==> src/hw/amw_pkg.sv <==
// Shared constants and types for the motion wake-up control block.
package amw_pkg;

  localparam int CLK_HZ        = 25_000_000;
  localparam int CLK_NS        = 40;
  localparam int WAKE_TOP_HZ   = 100;
  localparam int WAKE_BASE_CYC = CLK_HZ / WAKE_TOP_HZ;
  localparam int PULSE_MIN_NS  = 30_000;
  localparam int PULSE_MAX_NS  = 50_000;
  localparam int PULSE_CYC     = (PULSE_MIN_NS + CLK_NS - 1) / CLK_NS;
  localparam int REBOOT_CYC    = 16;

  localparam logic [7:0] ADR_RESPONSE = 8'h0C;
  localparam logic [7:0] ADR_EVT_SRC  = 8'h16;
  localparam logic [7:0] ADR_DIR_SRC  = 8'h17;
  localparam logic [7:0] ADR_RELEASE  = 8'h1A;
  localparam logic [7:0] ADR_CTRL1    = 8'h1B;
  localparam logic [7:0] ADR_CTRL2    = 8'h1C;
  localparam logic [7:0] ADR_IRQ_CTRL = 8'h1D;
  localparam logic [7:0] ADR_DIR_EN   = 8'h1F;
  localparam logic [7:0] ADR_RATE     = 8'h21;
  localparam logic [7:0] ADR_PERSIST  = 8'h29;
  localparam logic [7:0] ADR_SELFTEST = 8'h3A;
  localparam logic [7:0] ADR_LEVEL    = 8'h6A;

  localparam int CTRL1_RUN    = 7;
  localparam int CTRL1_RES    = 6;
  localparam int CTRL1_DETECT = 1;
  localparam int CTRL2_REBOOT = 7;
  localparam int CTRL2_CHECK  = 4;
  localparam int IRQ_ON       = 5;
  localparam int IRQ_POL      = 4;
  localparam int IRQ_PULSE    = 3;
  localparam int EVT_BIT      = 1;

  localparam logic [7:0] RST_IRQ_CTRL = 8'h10;
  localparam logic [5:0] RST_DIR_EN   = 6'h3F;
  localparam logic [3:0] RST_RATE     = 4'h2;
  localparam logic [7:0] RST_PERSIST  = 8'h00;
  localparam logic [7:0] RST_SELFTEST = 8'h00;
  localparam logic [7:0] RST_LEVEL    = 8'h08;
  localparam logic [7:0] RESP_IDLE    = 8'h55;
  localparam logic [7:0] RESP_CHECK   = 8'hAA;
  localparam logic [7:0] UNLOCK_CODE  = 8'hCA;
  localparam logic [3:0] RATE_FULL_LO = 4'h5;
  localparam logic [3:0] RATE_FULL_HI = 4'h7;
  localparam logic [2:0] WAKE_CODE_MAX = 3'h7;

  localparam int AXIS_W = 12;

  typedef struct packed {
    logic [AXIS_W-1:0] x;
    logic [AXIS_W-1:0] y;
    logic [AXIS_W-1:0] z;
  } amw_axes_s;

  typedef struct packed {
    logic       wr;
    logic       rd;
    logic [7:0] addr;
    logic [7:0] wdata;
  } amw_regbus_s;

  typedef enum logic [2:0] {
    I2C_IDLE, I2C_ADDR, I2C_ACK_A, I2C_WBYTE, I2C_ACK_W, I2C_RBYTE, I2C_RACK
  } amw_i2c_e;

endpackage

==> src/hw/amw_i2c_slave.sv <==
// I2C register-access slave: pointer byte, writes with auto-increment, reads.
`timescale 1ns/10ps
`default_nettype none
module amw_i2c_slave import amw_pkg::*; #(
  parameter logic [6:0] DEV_ADDR = 7'h0E
) (
  input  wire logic        i_mclk,
  input  wire logic        i_resetn,
  input  wire logic        i_scl,
  input  wire logic        i_sda,
  output logic             o_sda_out,
  output logic             o_sda_oe,
  output amw_regbus_s      o_bus,
  input  wire logic [7:0]  i_rd_data
);

  typedef struct packed {
    logic        scl1, scl2, sclp, sda1, sda2, sdap;
    amw_i2c_e    st;
    logic [7:0]  sh;
    logic [3:0]  bitc;
    logic [7:0]  ptr;
    logic        first;
    logic        rw;
    logic        nack;
    logic        oe;
    amw_regbus_s bus;
  } amw_i2c_s;

  amw_i2c_s r, n;
  logic rise, fall, start, stop;

  always_comb begin
    n = r;
    n.scl1 = i_scl;
    n.scl2 = r.scl1;
    n.sda1 = i_sda;
    n.sda2 = r.sda1;
    n.sclp = r.scl2;
    n.sdap = r.sda2;
    n.bus.wr = 1'b0;
    n.bus.rd = 1'b0;
    rise  = r.scl2 & ~r.sclp;
    fall  = ~r.scl2 & r.sclp;
    start = r.scl2 & r.sclp & r.sdap & ~r.sda2;
    stop  = r.scl2 & r.sclp & ~r.sdap & r.sda2;
    if (start) begin
      n.st = I2C_ADDR;
      n.bitc = 4'h0;
      n.oe = 1'b0;
    end else if (stop) begin
      n.st = I2C_IDLE;
      n.oe = 1'b0;
    end else begin
      case (r.st)
        I2C_ADDR, I2C_WBYTE: begin
          if (rise) begin
            n.sh = {r.sh[6:0], r.sda2};
            n.bitc = r.bitc + 4'h1;
          end else if (fall && r.bitc == 4'h8) begin
            n.oe = 1'b1;
            if (r.st == I2C_ADDR) begin
              n.rw = r.sh[0];
              n.st = (r.sh[7:1] == DEV_ADDR) ? I2C_ACK_A : I2C_IDLE;
              n.oe = (r.sh[7:1] == DEV_ADDR);
              n.first = 1'b1;
            end else begin
              n.st = I2C_ACK_W;
              if (r.first) begin
                n.ptr = r.sh;
                n.bus.addr = r.sh;
                n.first = 1'b0;
              end else begin
                n.bus.wr = 1'b1;
                n.bus.addr = r.ptr;
                n.bus.wdata = r.sh;
                n.ptr = r.ptr + 8'h1;
              end
            end
          end
        end
        I2C_ACK_A, I2C_ACK_W: begin
          if (fall) begin
            n.bitc = 4'h0;
            n.oe = 1'b0;
            n.st = I2C_WBYTE;
            if (r.st == I2C_ACK_A && r.rw) begin
              n.st = I2C_RBYTE;
              n.oe = ~i_rd_data[7];
              n.sh = {i_rd_data[6:0], 1'b0};
              n.bus.rd = 1'b1;
              n.bus.addr = r.ptr;
              n.ptr = r.ptr + 8'h1;
            end
          end
        end
        I2C_RBYTE: begin
          if (fall) begin
            if (r.bitc == 4'h7) begin
              n.oe = 1'b0;
              n.st = I2C_RACK;
              // Point the read mux at the next register before its byte is loaded.
              n.bus.addr = r.ptr;
            end else begin
              n.oe = ~r.sh[7];
              n.sh = {r.sh[6:0], 1'b0};
              n.bitc = r.bitc + 4'h1;
            end
          end
        end
        I2C_RACK: begin
          if (rise) begin
            n.nack = r.sda2;
          end else if (fall) begin
            n.st = I2C_IDLE;
            if (!r.nack) begin
              n.st = I2C_RBYTE;
              n.bitc = 4'h0;
              n.oe = ~i_rd_data[7];
              n.sh = {i_rd_data[6:0], 1'b0};
              n.bus.rd = 1'b1;
              n.bus.addr = r.ptr;
              n.ptr = r.ptr + 8'h1;
            end
          end
        end
        default: n.st = I2C_IDLE;
      endcase
    end
  end

  always_ff @(posedge i_mclk or negedge i_resetn) begin
    if (!i_resetn) begin
      r <= '{scl1: 1'b1, scl2: 1'b1, sclp: 1'b1, sda1: 1'b1, sda2: 1'b1,
             sdap: 1'b1, st: I2C_IDLE, default: '0};
    end else begin
      r <= n;
    end
  end

  assign o_sda_out = 1'b0;
  assign o_sda_oe  = r.oe;
  assign o_bus     = r.bus;

endmodule
`default_nettype wire

==> src/hw/amw_motion_core.sv <==
// Motion wake-up control: registers, persistence engine and interrupt pin.
//
// Functional notes
// - Writing one to reboot bit starts reboot; bit reads one until done.
// - Check bit makes response read 0xAA; reading response clears bit, gives 0x55.
// - Three-bit wake code sets sample rate, 0.781 Hz doubling to 100 Hz.
// - Pin enable bit gates the physical interrupt output.
// - Polarity bit: zero active low, one active high; resets active high.
// - Pulse-mode bit zero latches pin until release read; one gives short pulse.
// - Six enables, bits 5..0: x-, x+, y-, y+, z-, z+; all on at reset.
// - Four-bit output rate code; filter roll-off is half the rate.
// - Output rate of 400 Hz or more forces full-power operation.
// - Persistence count holds sample periods of motion; host programs 1 to 255.
// - Writing 0xCA to self-test actuates sense element; 0x00 returns to normal.
// - Motion level scaled 16 counts per g; resets to 8.
// - Motion event when enabled direction exceeds level for the persistence count.
// - Events always latch; pulse mode pulses once until release is read.
// - Reading release clears latched sources and returns latched pin inactive.
// - Motion engine runs only while its enable bit is set.
// - Triggering axis and direction recorded in six flags at 0x17.
// - Run bit: zero standby, one active measurement.
`timescale 1ns/10ps
`default_nettype none
module amw_motion_core import amw_pkg::*; #(
  parameter logic [6:0] DEV_ADDR   = 7'h0E,
  parameter int         WAKE_CYC   = WAKE_BASE_CYC,
  parameter int         PULSE_LEN  = PULSE_CYC,
  parameter int         REBOOT_LEN = REBOOT_CYC
) (
  input  wire logic       i_mclk,
  input  wire logic       i_resetn,
  input  wire logic       i_scl,
  input  wire logic       i_sda,
  output logic            o_sda_out,
  output logic            o_sda_oe,
  input  wire amw_axes_s  i_axes,
  output logic            o_int,
  output logic            o_run,
  output logic            o_full_power,
  output logic [3:0]      o_lpf_rate,
  output logic            o_sense_actuate,
  output logic            o_reboot_busy,
  output logic            o_wake_tick
);

  ////////////////////////////////////////////////////////////////////////////
  // State.

  typedef struct packed {
    logic       run;
    logic       res;
    logic       detect_on;
    logic       reboot;
    logic       check;
    logic [2:0] wake_rate;
    logic       irq_on;
    logic       irq_pol;
    logic       irq_pulse;
    logic [5:0] dir_en;
    logic [3:0] rate;
    logic [7:0] persist;
    logic [7:0] selftest;
    logic [7:0] level;
    logic       evt;
    logic [5:0] src;
    logic [7:0] cnt;
    logic       fired;
    logic [9:0] pulse_cnt;
    logic [4:0] reboot_cnt;
    logic       pin;
    logic       full_power;
  } amw_core_s;

  amw_core_s   r, n;
  amw_regbus_s bus;
  logic [7:0]  rd_data;
  logic        tick;
  logic [5:0]  hit;
  logic        released;
  logic        new_evt;
  logic        act;
  logic [AXIS_W-1:0] ax [3];

  assign ax[0] = i_axes.x;
  assign ax[1] = i_axes.y;
  assign ax[2] = i_axes.z;

  ////////////////////////////////////////////////////////////////////////////
  // Host access and wake-up rate divider.

  amw_i2c_slave #(
    .DEV_ADDR (DEV_ADDR)
  ) u_i2c (
    .i_mclk    (i_mclk),
    .i_resetn  (i_resetn),
    .i_scl     (i_scl),
    .i_sda     (i_sda),
    .o_sda_out (o_sda_out),
    .o_sda_oe  (o_sda_oe),
    .o_bus     (bus),
    .i_rd_data (rd_data)
  );

  amw_rate_tick #(
    .BASE_CYC (WAKE_CYC)
  ) u_tick (
    .i_mclk   (i_mclk),
    .i_resetn (i_resetn),
    .i_run    (r.run & r.detect_on),
    .i_code   (r.wake_rate),
    .o_tick   (tick)
  );

  ////////////////////////////////////////////////////////////////////////////
  // Register read mux.

  always_comb begin
    rd_data = 8'h00;
    if (bus.addr == ADR_RESPONSE) begin
      rd_data = r.check ? RESP_CHECK : RESP_IDLE;
    end else if (bus.addr == ADR_EVT_SRC) begin
      rd_data[EVT_BIT] = r.evt;
    end else if (bus.addr == ADR_DIR_SRC) begin
      rd_data = {2'b00, r.src};
    end else if (bus.addr == ADR_CTRL1) begin
      rd_data[CTRL1_RUN] = r.run;
      rd_data[CTRL1_RES] = r.res;
      rd_data[CTRL1_DETECT] = r.detect_on;
    end else if (bus.addr == ADR_CTRL2) begin
      rd_data[CTRL2_REBOOT] = r.reboot;
      rd_data[CTRL2_CHECK] = r.check;
      rd_data[2:0] = r.wake_rate;
    end else if (bus.addr == ADR_IRQ_CTRL) begin
      rd_data[IRQ_ON] = r.irq_on;
      rd_data[IRQ_POL] = r.irq_pol;
      rd_data[IRQ_PULSE] = r.irq_pulse;
    end else if (bus.addr == ADR_DIR_EN) begin
      rd_data = {2'b00, r.dir_en};
    end else if (bus.addr == ADR_RATE) begin
      rd_data = {4'h0, r.rate};
    end else if (bus.addr == ADR_PERSIST) begin
      rd_data = r.persist;
    end else if (bus.addr == ADR_SELFTEST) begin
      rd_data = r.selftest;
    end else if (bus.addr == ADR_LEVEL) begin
      rd_data = r.level;
    end
  end

  ////////////////////////////////////////////////////////////////////////////
  // Next state.

  always_comb begin
    logic signed [AXIS_W:0] v;
    logic signed [AXIS_W:0] lvl;
    v = '0;
    lvl = $signed({{(AXIS_W-7){1'b0}}, r.level});
    n = r;
    hit = '0;
    new_evt = 1'b0;
    released = bus.rd && bus.addr == ADR_RELEASE;

    // Each axis contributes a minus and a plus direction, x first.
    for (int i = 0; i < 3; i++) begin
      v = $signed({ax[i][AXIS_W-1], ax[i]});
      hit[5-2*i] = v < -lvl;
      hit[4-2*i] = v > lvl;
    end
    hit = hit & r.dir_en;

    // Register writes. The host keeps the device in standby while it
    // reconfigures; writes are not blocked here.
    if (bus.wr) begin
      if (bus.addr == ADR_CTRL1) begin
        n.run = bus.wdata[CTRL1_RUN];
        n.res = bus.wdata[CTRL1_RES];
        n.detect_on = bus.wdata[CTRL1_DETECT];
      end else if (bus.addr == ADR_CTRL2) begin
        n.wake_rate = bus.wdata[2:0];
        if (bus.wdata[CTRL2_REBOOT]) begin
          n.reboot = 1'b1;
          n.reboot_cnt = 5'(REBOOT_LEN);
        end
        if (bus.wdata[CTRL2_CHECK]) begin
          n.check = 1'b1;
        end
      end else if (bus.addr == ADR_IRQ_CTRL) begin
        n.irq_on = bus.wdata[IRQ_ON];
        n.irq_pol = bus.wdata[IRQ_POL];
        n.irq_pulse = bus.wdata[IRQ_PULSE];
      end else if (bus.addr == ADR_DIR_EN) begin
        n.dir_en = bus.wdata[5:0];
      end else if (bus.addr == ADR_RATE) begin
        n.rate = bus.wdata[3:0];
      end else if (bus.addr == ADR_PERSIST) begin
        n.persist = bus.wdata;
      end else if (bus.addr == ADR_SELFTEST) begin
        n.selftest = bus.wdata;
      end else if (bus.addr == ADR_LEVEL) begin
        n.level = bus.wdata;
      end
    end

    // Reading the response byte ends the communication check.
    if (bus.rd && bus.addr == ADR_RESPONSE) begin
      n.check = 1'b0;
    end

    // Release clears the latched sources; a same-cycle event sets below.
    if (released) begin
      n.evt = 1'b0;
      n.src = '0;
      n.fired = 1'b0;
    end

    // Persistence engine, stepped once per wake-up sample.
    if (!(r.run && r.detect_on)) begin
      n.cnt = '0;
    end else if (tick) begin
      if (hit != 6'h00) begin
        // A zero count is not valid; it behaves as one sample.
        if (r.cnt + 8'h1 >= r.persist) begin
          n.cnt = '0;
          new_evt = 1'b1;
        end else begin
          n.cnt = r.cnt + 8'h1;
        end
      end else begin
        n.cnt = '0;
      end
    end

    if (new_evt) begin
      n.evt = 1'b1;
      n.src = (released ? 6'h00 : r.src) | hit;
    end

    // Pulse mode fires once per latched event until released.
    if (r.pulse_cnt != '0) begin
      n.pulse_cnt = r.pulse_cnt - 10'h1;
    end
    if (new_evt && r.irq_pulse && (released || !r.fired)) begin
      n.pulse_cnt = 10'(PULSE_LEN);
      n.fired = 1'b1;
    end

    // Reboot runs for a fixed time, then restores the configuration except the CTRL1 run, resolution and detect bits.
    if (r.reboot && !(bus.wr && bus.addr == ADR_CTRL2)) begin
      if (r.reboot_cnt != '0) begin
        n.reboot_cnt = r.reboot_cnt - 5'h1;
      end else begin
        n.reboot = 1'b0;
        n.check = 1'b0;
        n.wake_rate = '0;
        n.irq_on = RST_IRQ_CTRL[IRQ_ON];
        n.irq_pol = RST_IRQ_CTRL[IRQ_POL];
        n.irq_pulse = RST_IRQ_CTRL[IRQ_PULSE];
        n.dir_en = RST_DIR_EN;
        n.rate = RST_RATE;
        n.persist = RST_PERSIST;
        n.selftest = RST_SELFTEST;
        n.level = RST_LEVEL;
      end
    end

    // Pin: inactive level when disabled, otherwise the selected level.
    act = r.irq_pulse ? (r.pulse_cnt != '0) : r.evt;
    n.pin = (r.irq_on && act) ? r.irq_pol : ~r.irq_pol;

    n.full_power = r.run && (r.res ||
                   (r.rate >= RATE_FULL_LO && r.rate <= RATE_FULL_HI));
  end

  ////////////////////////////////////////////////////////////////////////////
  // Registers.

  always_ff @(posedge i_mclk or negedge i_resetn) begin
    if (!i_resetn) begin
      r <= '{irq_on: RST_IRQ_CTRL[IRQ_ON], irq_pol: RST_IRQ_CTRL[IRQ_POL],
             irq_pulse: RST_IRQ_CTRL[IRQ_PULSE], dir_en: RST_DIR_EN,
             rate: RST_RATE, persist: RST_PERSIST, selftest: RST_SELFTEST,
             level: RST_LEVEL, default: '0};
    end else begin
      r <= n;
    end
  end

  ////////////////////////////////////////////////////////////////////////////
  // Outputs.

  assign o_int           = r.pin;
  assign o_run           = r.run;
  assign o_full_power    = r.full_power;
  assign o_lpf_rate      = r.rate;
  assign o_sense_actuate = r.selftest == UNLOCK_CODE;
  assign o_reboot_busy   = r.reboot;
  assign o_wake_tick     = tick;

endmodule
`default_nettype wire

==> src/hw/amw_rate_tick.sv <==
// Wake-up sample-rate divider: one-cycle tick at base rate for code 7, halved per code step below 7.
`timescale 1ns/10ps
`default_nettype none
module amw_rate_tick import amw_pkg::*; #(
  parameter int BASE_CYC = WAKE_BASE_CYC,
  parameter int CNT_W    = 26
) (
  input  wire logic       i_mclk,
  input  wire logic       i_resetn,
  input  wire logic       i_run,
  input  wire logic [2:0] i_code,
  output logic            o_tick
);

  typedef struct packed {
    logic [CNT_W-1:0] cnt;
    logic             tick;
  } amw_tick_s;

  amw_tick_s r, n;
  logic [CNT_W-1:0] period;

  always_comb begin
    period = CNT_W'(BASE_CYC) << (WAKE_CODE_MAX - i_code);
    n = r;
    n.tick = 1'b0;
    if (!i_run) begin
      n.cnt = '0;
    end else if (r.cnt >= period - CNT_W'(1)) begin
      n.cnt = '0;
      n.tick = 1'b1;
    end else begin
      n.cnt = r.cnt + CNT_W'(1);
    end
  end

  always_ff @(posedge i_mclk or negedge i_resetn) begin
    if (!i_resetn) begin
      r <= '0;
    end else begin
      r <= n;
    end
  end

  assign o_tick = r.tick;

endmodule
`default_nettype wire

==> config.mk <==
export PLATFORM = sky130hd
export DESIGN_NAME = amw_motion_core
export DESIGN_NICKNAME = d
export VERILOG_FILES = /design/src/hw/amw_pkg.sv /design/src/hw/amw_i2c_slave.sv /design/src/hw/amw_motion_core.sv /design/src/hw/amw_rate_tick.sv
export SDC_FILE = /design/constraint.sdc
export NUM_CORES = 1
export LEC_CHECK = 0
export ABC_CLOCK_PERIOD_IN_PS = 5800
export BUFFER_PORTS_ARGS = -buffer_cell sky130_fd_sc_hd__buf_2
export CAP_MARGIN = 5
export CORE_UTILIZATION = 29
export DETAILED_ROUTE_END_ITERATION = 16
export PLACE_DENSITY = 0.44
export SYNTH_ARGS = -nofsm -noshare
export SYNTH_HDL_FRONTEND = slang
export SYNTH_SLANG_ARGS = --single-unit
==> constraint.sdc <==
create_clock -name i_mclk -period 5.8 [get_ports i_mclk]
set_input_delay 0.58 -clock i_mclk [delete_from_list [all_inputs] [get_ports i_mclk]]
set_output_delay 0.58 -clock i_mclk [all_outputs]
set_load 0.1 [all_outputs]
==> results.yml <==
power:
  seqPwrFrac_pct: 45.8
  p_int_mw: 1.90
  clock_power_share_pct: 48.3
  p_switching_mw: 0.618
  leakage_nw: 5.31
  pwr_density_cell_nw_per_um2: 208
  switching_share_pct: 24.5
  vdd_drop_max_uv: 218
  p_comb_share_pct: 5.8
  finalPower_mw: 2.52
clock_tree:
  clock-sinks: 156
  cts-root-buf: "clkbuf_16"
  numCtsBuffers: 17
  cts_tree: "built"
  cts_hold_buf: 0
  ctsResizeCount: 0
  path_clk_slew_ns: 0.07
  cts_buffer_depth: 2
  post_cts_buffers: 0
  h-tree-depth: 4
  clock_latency_ns: 0.44
place:
  place_congestion: 0.834
  place_inst: 1689
  hpwl_mm: 23.3
  portBuffers: 50
sta:
  min_period_over_period_pct: 78.9
  max_slew.worst_pin.slew_ns: 1.17
  fin_setup_tns_ns: 0
  slew_headroom_pct: 21.1
  hold_viol: 0
  max_freq_mhz: 218
  rsz0062_at_grt: "false"
  finalMaxSlewViolations: 0
  layout_min_cycle_time_ns: 4.58
  setup_viol: 0
  fin_worst_skew_ns: 0.0106
worst_setup_path:
  critPathCaptureType: "flop"
  reg2reg_from: "r[71]"
  worstPathArrival_ns: 4.93
  critPathLaunch: "r[71]"
  startpoint_type: "flop"
  path_max_fanout: 26
  crit_required_ns: 6.16
  crit_type: "reg2reg"
grt:
  grt_antenna_before_repair: 0
  grt_use_met1_pct: 22.7
  grt_pass1_vias: 8882
  track_usage_pct: 16.9
  met2_usage_pct: 27.9
  grt_overflow: 0
  grt_pass1_wl_mm: 50.1
  grtUsageMet3_pct: 2.95
  grt_busiest_layer: "met2"
  grt_max_degree: 64
detailed_routing:
  first_pass_iters: 5
  ant_nets: 0
  wl_per_cell_um: 18.0
  drt-total-wl_mm: 30.9
  vias_per_cell: 5.24
  vias: 9007
  drc: 0
  dr.first_iter.drc_count: 577
logic_synthesis:
  seq_area_frac_synth_pct: 36.4
  synth_area_per_cell_um2: 8.89
  synthCells: 1214
  synth_most_common_cell: "dfrtp_1"
  synthesis.nets: 1351
  yosys_warnings: 0
  synth-main-ff-cell: "dfrtp_1"
  synth.distinct_cells: 85
  yosysTopAreaCell: "dfrtp_1"
  synthTopCellsByArea: "dfrtp_1 (33%), ha_1 (11%), nor2_1 (4.9%)"
  synth_commonest_cells: "dfrtp_1 (141), nor2_1 (140), nand2_1 (132), ha_1 (97), o21ai_0 (74)"
  ys_seq_elements: 156
  synth_edf_count: 0
  synth_top_area_share_pct: 32.7
  async_flop_share_pct: 100
  netlist_area_um2: 10800
floorplanning:
  die_y_um: 195
  die_w_um: 195
  initial_core_util_pct: 29.5
  core-area_um2: 36600
  io_pins: 52
  rows: 70
  die-area_um2: 38000
outcome:
  status: "completed"
flow_run:
  cap_violations: 0
worst_hold_path:
  hold_class: "in2async"
final_layout:
  area_growth_pct: 12.2
  drive_gt1_share_pct: 10.1
  diodes: 0
  fin_util_pct: 33.1
  fillerInstances: 3803
  fin_cells: 1720
  finalNetCount: 1377
[critical path: stages (launching register included)]
cell and delay, ns:
dfrtp_1 0.61, inv_1 0.24, ha_1 0.34, nand2_1 0.13
a21boi_0 0.35, nand3_1 0.16, or3_1 0.34, nor3_1 0.14
a21oi_1 0.05, o21ai_0 0.16, ha_1 0.27, a21o_1 0.18
a21oi_1 0.14, nor2b_1 0.05, o21ai_0 0.13, nor4bb_1 0.29
o31ai_1 0.14, a21o_1 0.51, nor2_1 0.24
[power groups by stage]
stage / Combinational, mW / Clock (mW) / Sequential [mW]
after global routing: 0.171 / 1.30 / 1.16
final: 0.147 / 1.22 / 1.16
after global placement: 0.149 / 0 / 1.18
after CTS: 0.151 / 1.26 / 1.16
after floorplan: 0.0868 / 0 / 1.15
after detailed placement: 0.151 / 0 / 1.18
[registers in the layout, indices dropped and copies added (netlist names)]
signal,flops
o_full_power,1
o_int,1
o_lpf_rate,4
o_reboot_busy,1
o_run,1
r,70
u_i2c.n,4
u_i2c.o_bus,18
u_i2c.o_sda_oe,1
u_i2c.r,28
u_tick.o_tick,1
u_tick.r,26
[logic make-up (layout without fill, tap and decap cells)]
kind of cell / after synthesis / count (layout) / share of synthesized area [%]
flip-flops: 156 / 156 / 36.4
adder cells (fa/ha/maj): 97 / 97 / 11.3
XOR/XNOR: 58 / 58 / 5.35
multiplexers: 48 / 48 / 4.51
buffers and inverters: 104 / 142 / 3.91
AND/OR/NAND/NOR: 470 / 470 / 21.3
AO/OA/AOI/OAI: 279 / 279 / 17.2
other: 2 / 2 / 0.0696
[path summary, 6_finish.rpt]
kind	slack (ns)	cells past startpoint	to
hold / removal	0.13	1	u_tick.r[1]
hold reg to reg	0.36	0	u_i2c.n[48]
setup reg to reg	1.22	18	u_tick.r[24]
setup / recovery	1.22	18	u_tick.r[24]
max in group asynchronous	4.40	2	r[53]
min in group i_mclk	0.24	1	u_i2c.n[49]
[metrics by stage]
stage | hold slack [ns] | setup slack [ns] | cell area (um^2)
after floorplan | 0.284 | 1.81 | 10800
after global placement | 0.347 | 1.41 | 11500
after detailed placement | 0.347 | 1.22 | 11500
after CTS | 0.147 | 1.19 | 12100
after global routing | 0.164 | 0.717 | 12100
final | 0.130 | 1.22 | 12100
[layer usage]
layer  vias to the layer above  routed length, um  part of all wire (%)
met5                         -                  0                     0
met4                         0                468                   1.5
met3                        27               1160                   3.7
met2                       190              14600                    47
met1                      4338              14700                    48
li1                       4452                  -                     -
[layout by cell type, fill, tap and decap left out, types with 43 or more instances in the layout]
cell	n
o21ai_0	74
a21oi_1	65
nand3_1	44
nand2_1	132
buf_2	49
nor2_1	140
inv_1	49
dfrtp_1	141
mux2i_1	43
ha_1	97
[final cells by class]
| type | instances | area (um^2) | share of cell area (%) |
|---|---|---|---|
| clock buffer | 18 | 439 | 3.63 |
| clock inverter | 13 | 191 | 1.58 |
| inverter | 52 | 195 | 1.61 |
| multi-input combinational | 954 | 6450 | 53.3 |
| sequential | 156 | 3920 | 32.4 |
| tap | 468 | 586 | 4.84 |
| timing repair buffer | 59 | 324 | 2.68 |
(Power assumes the default switching activity.)
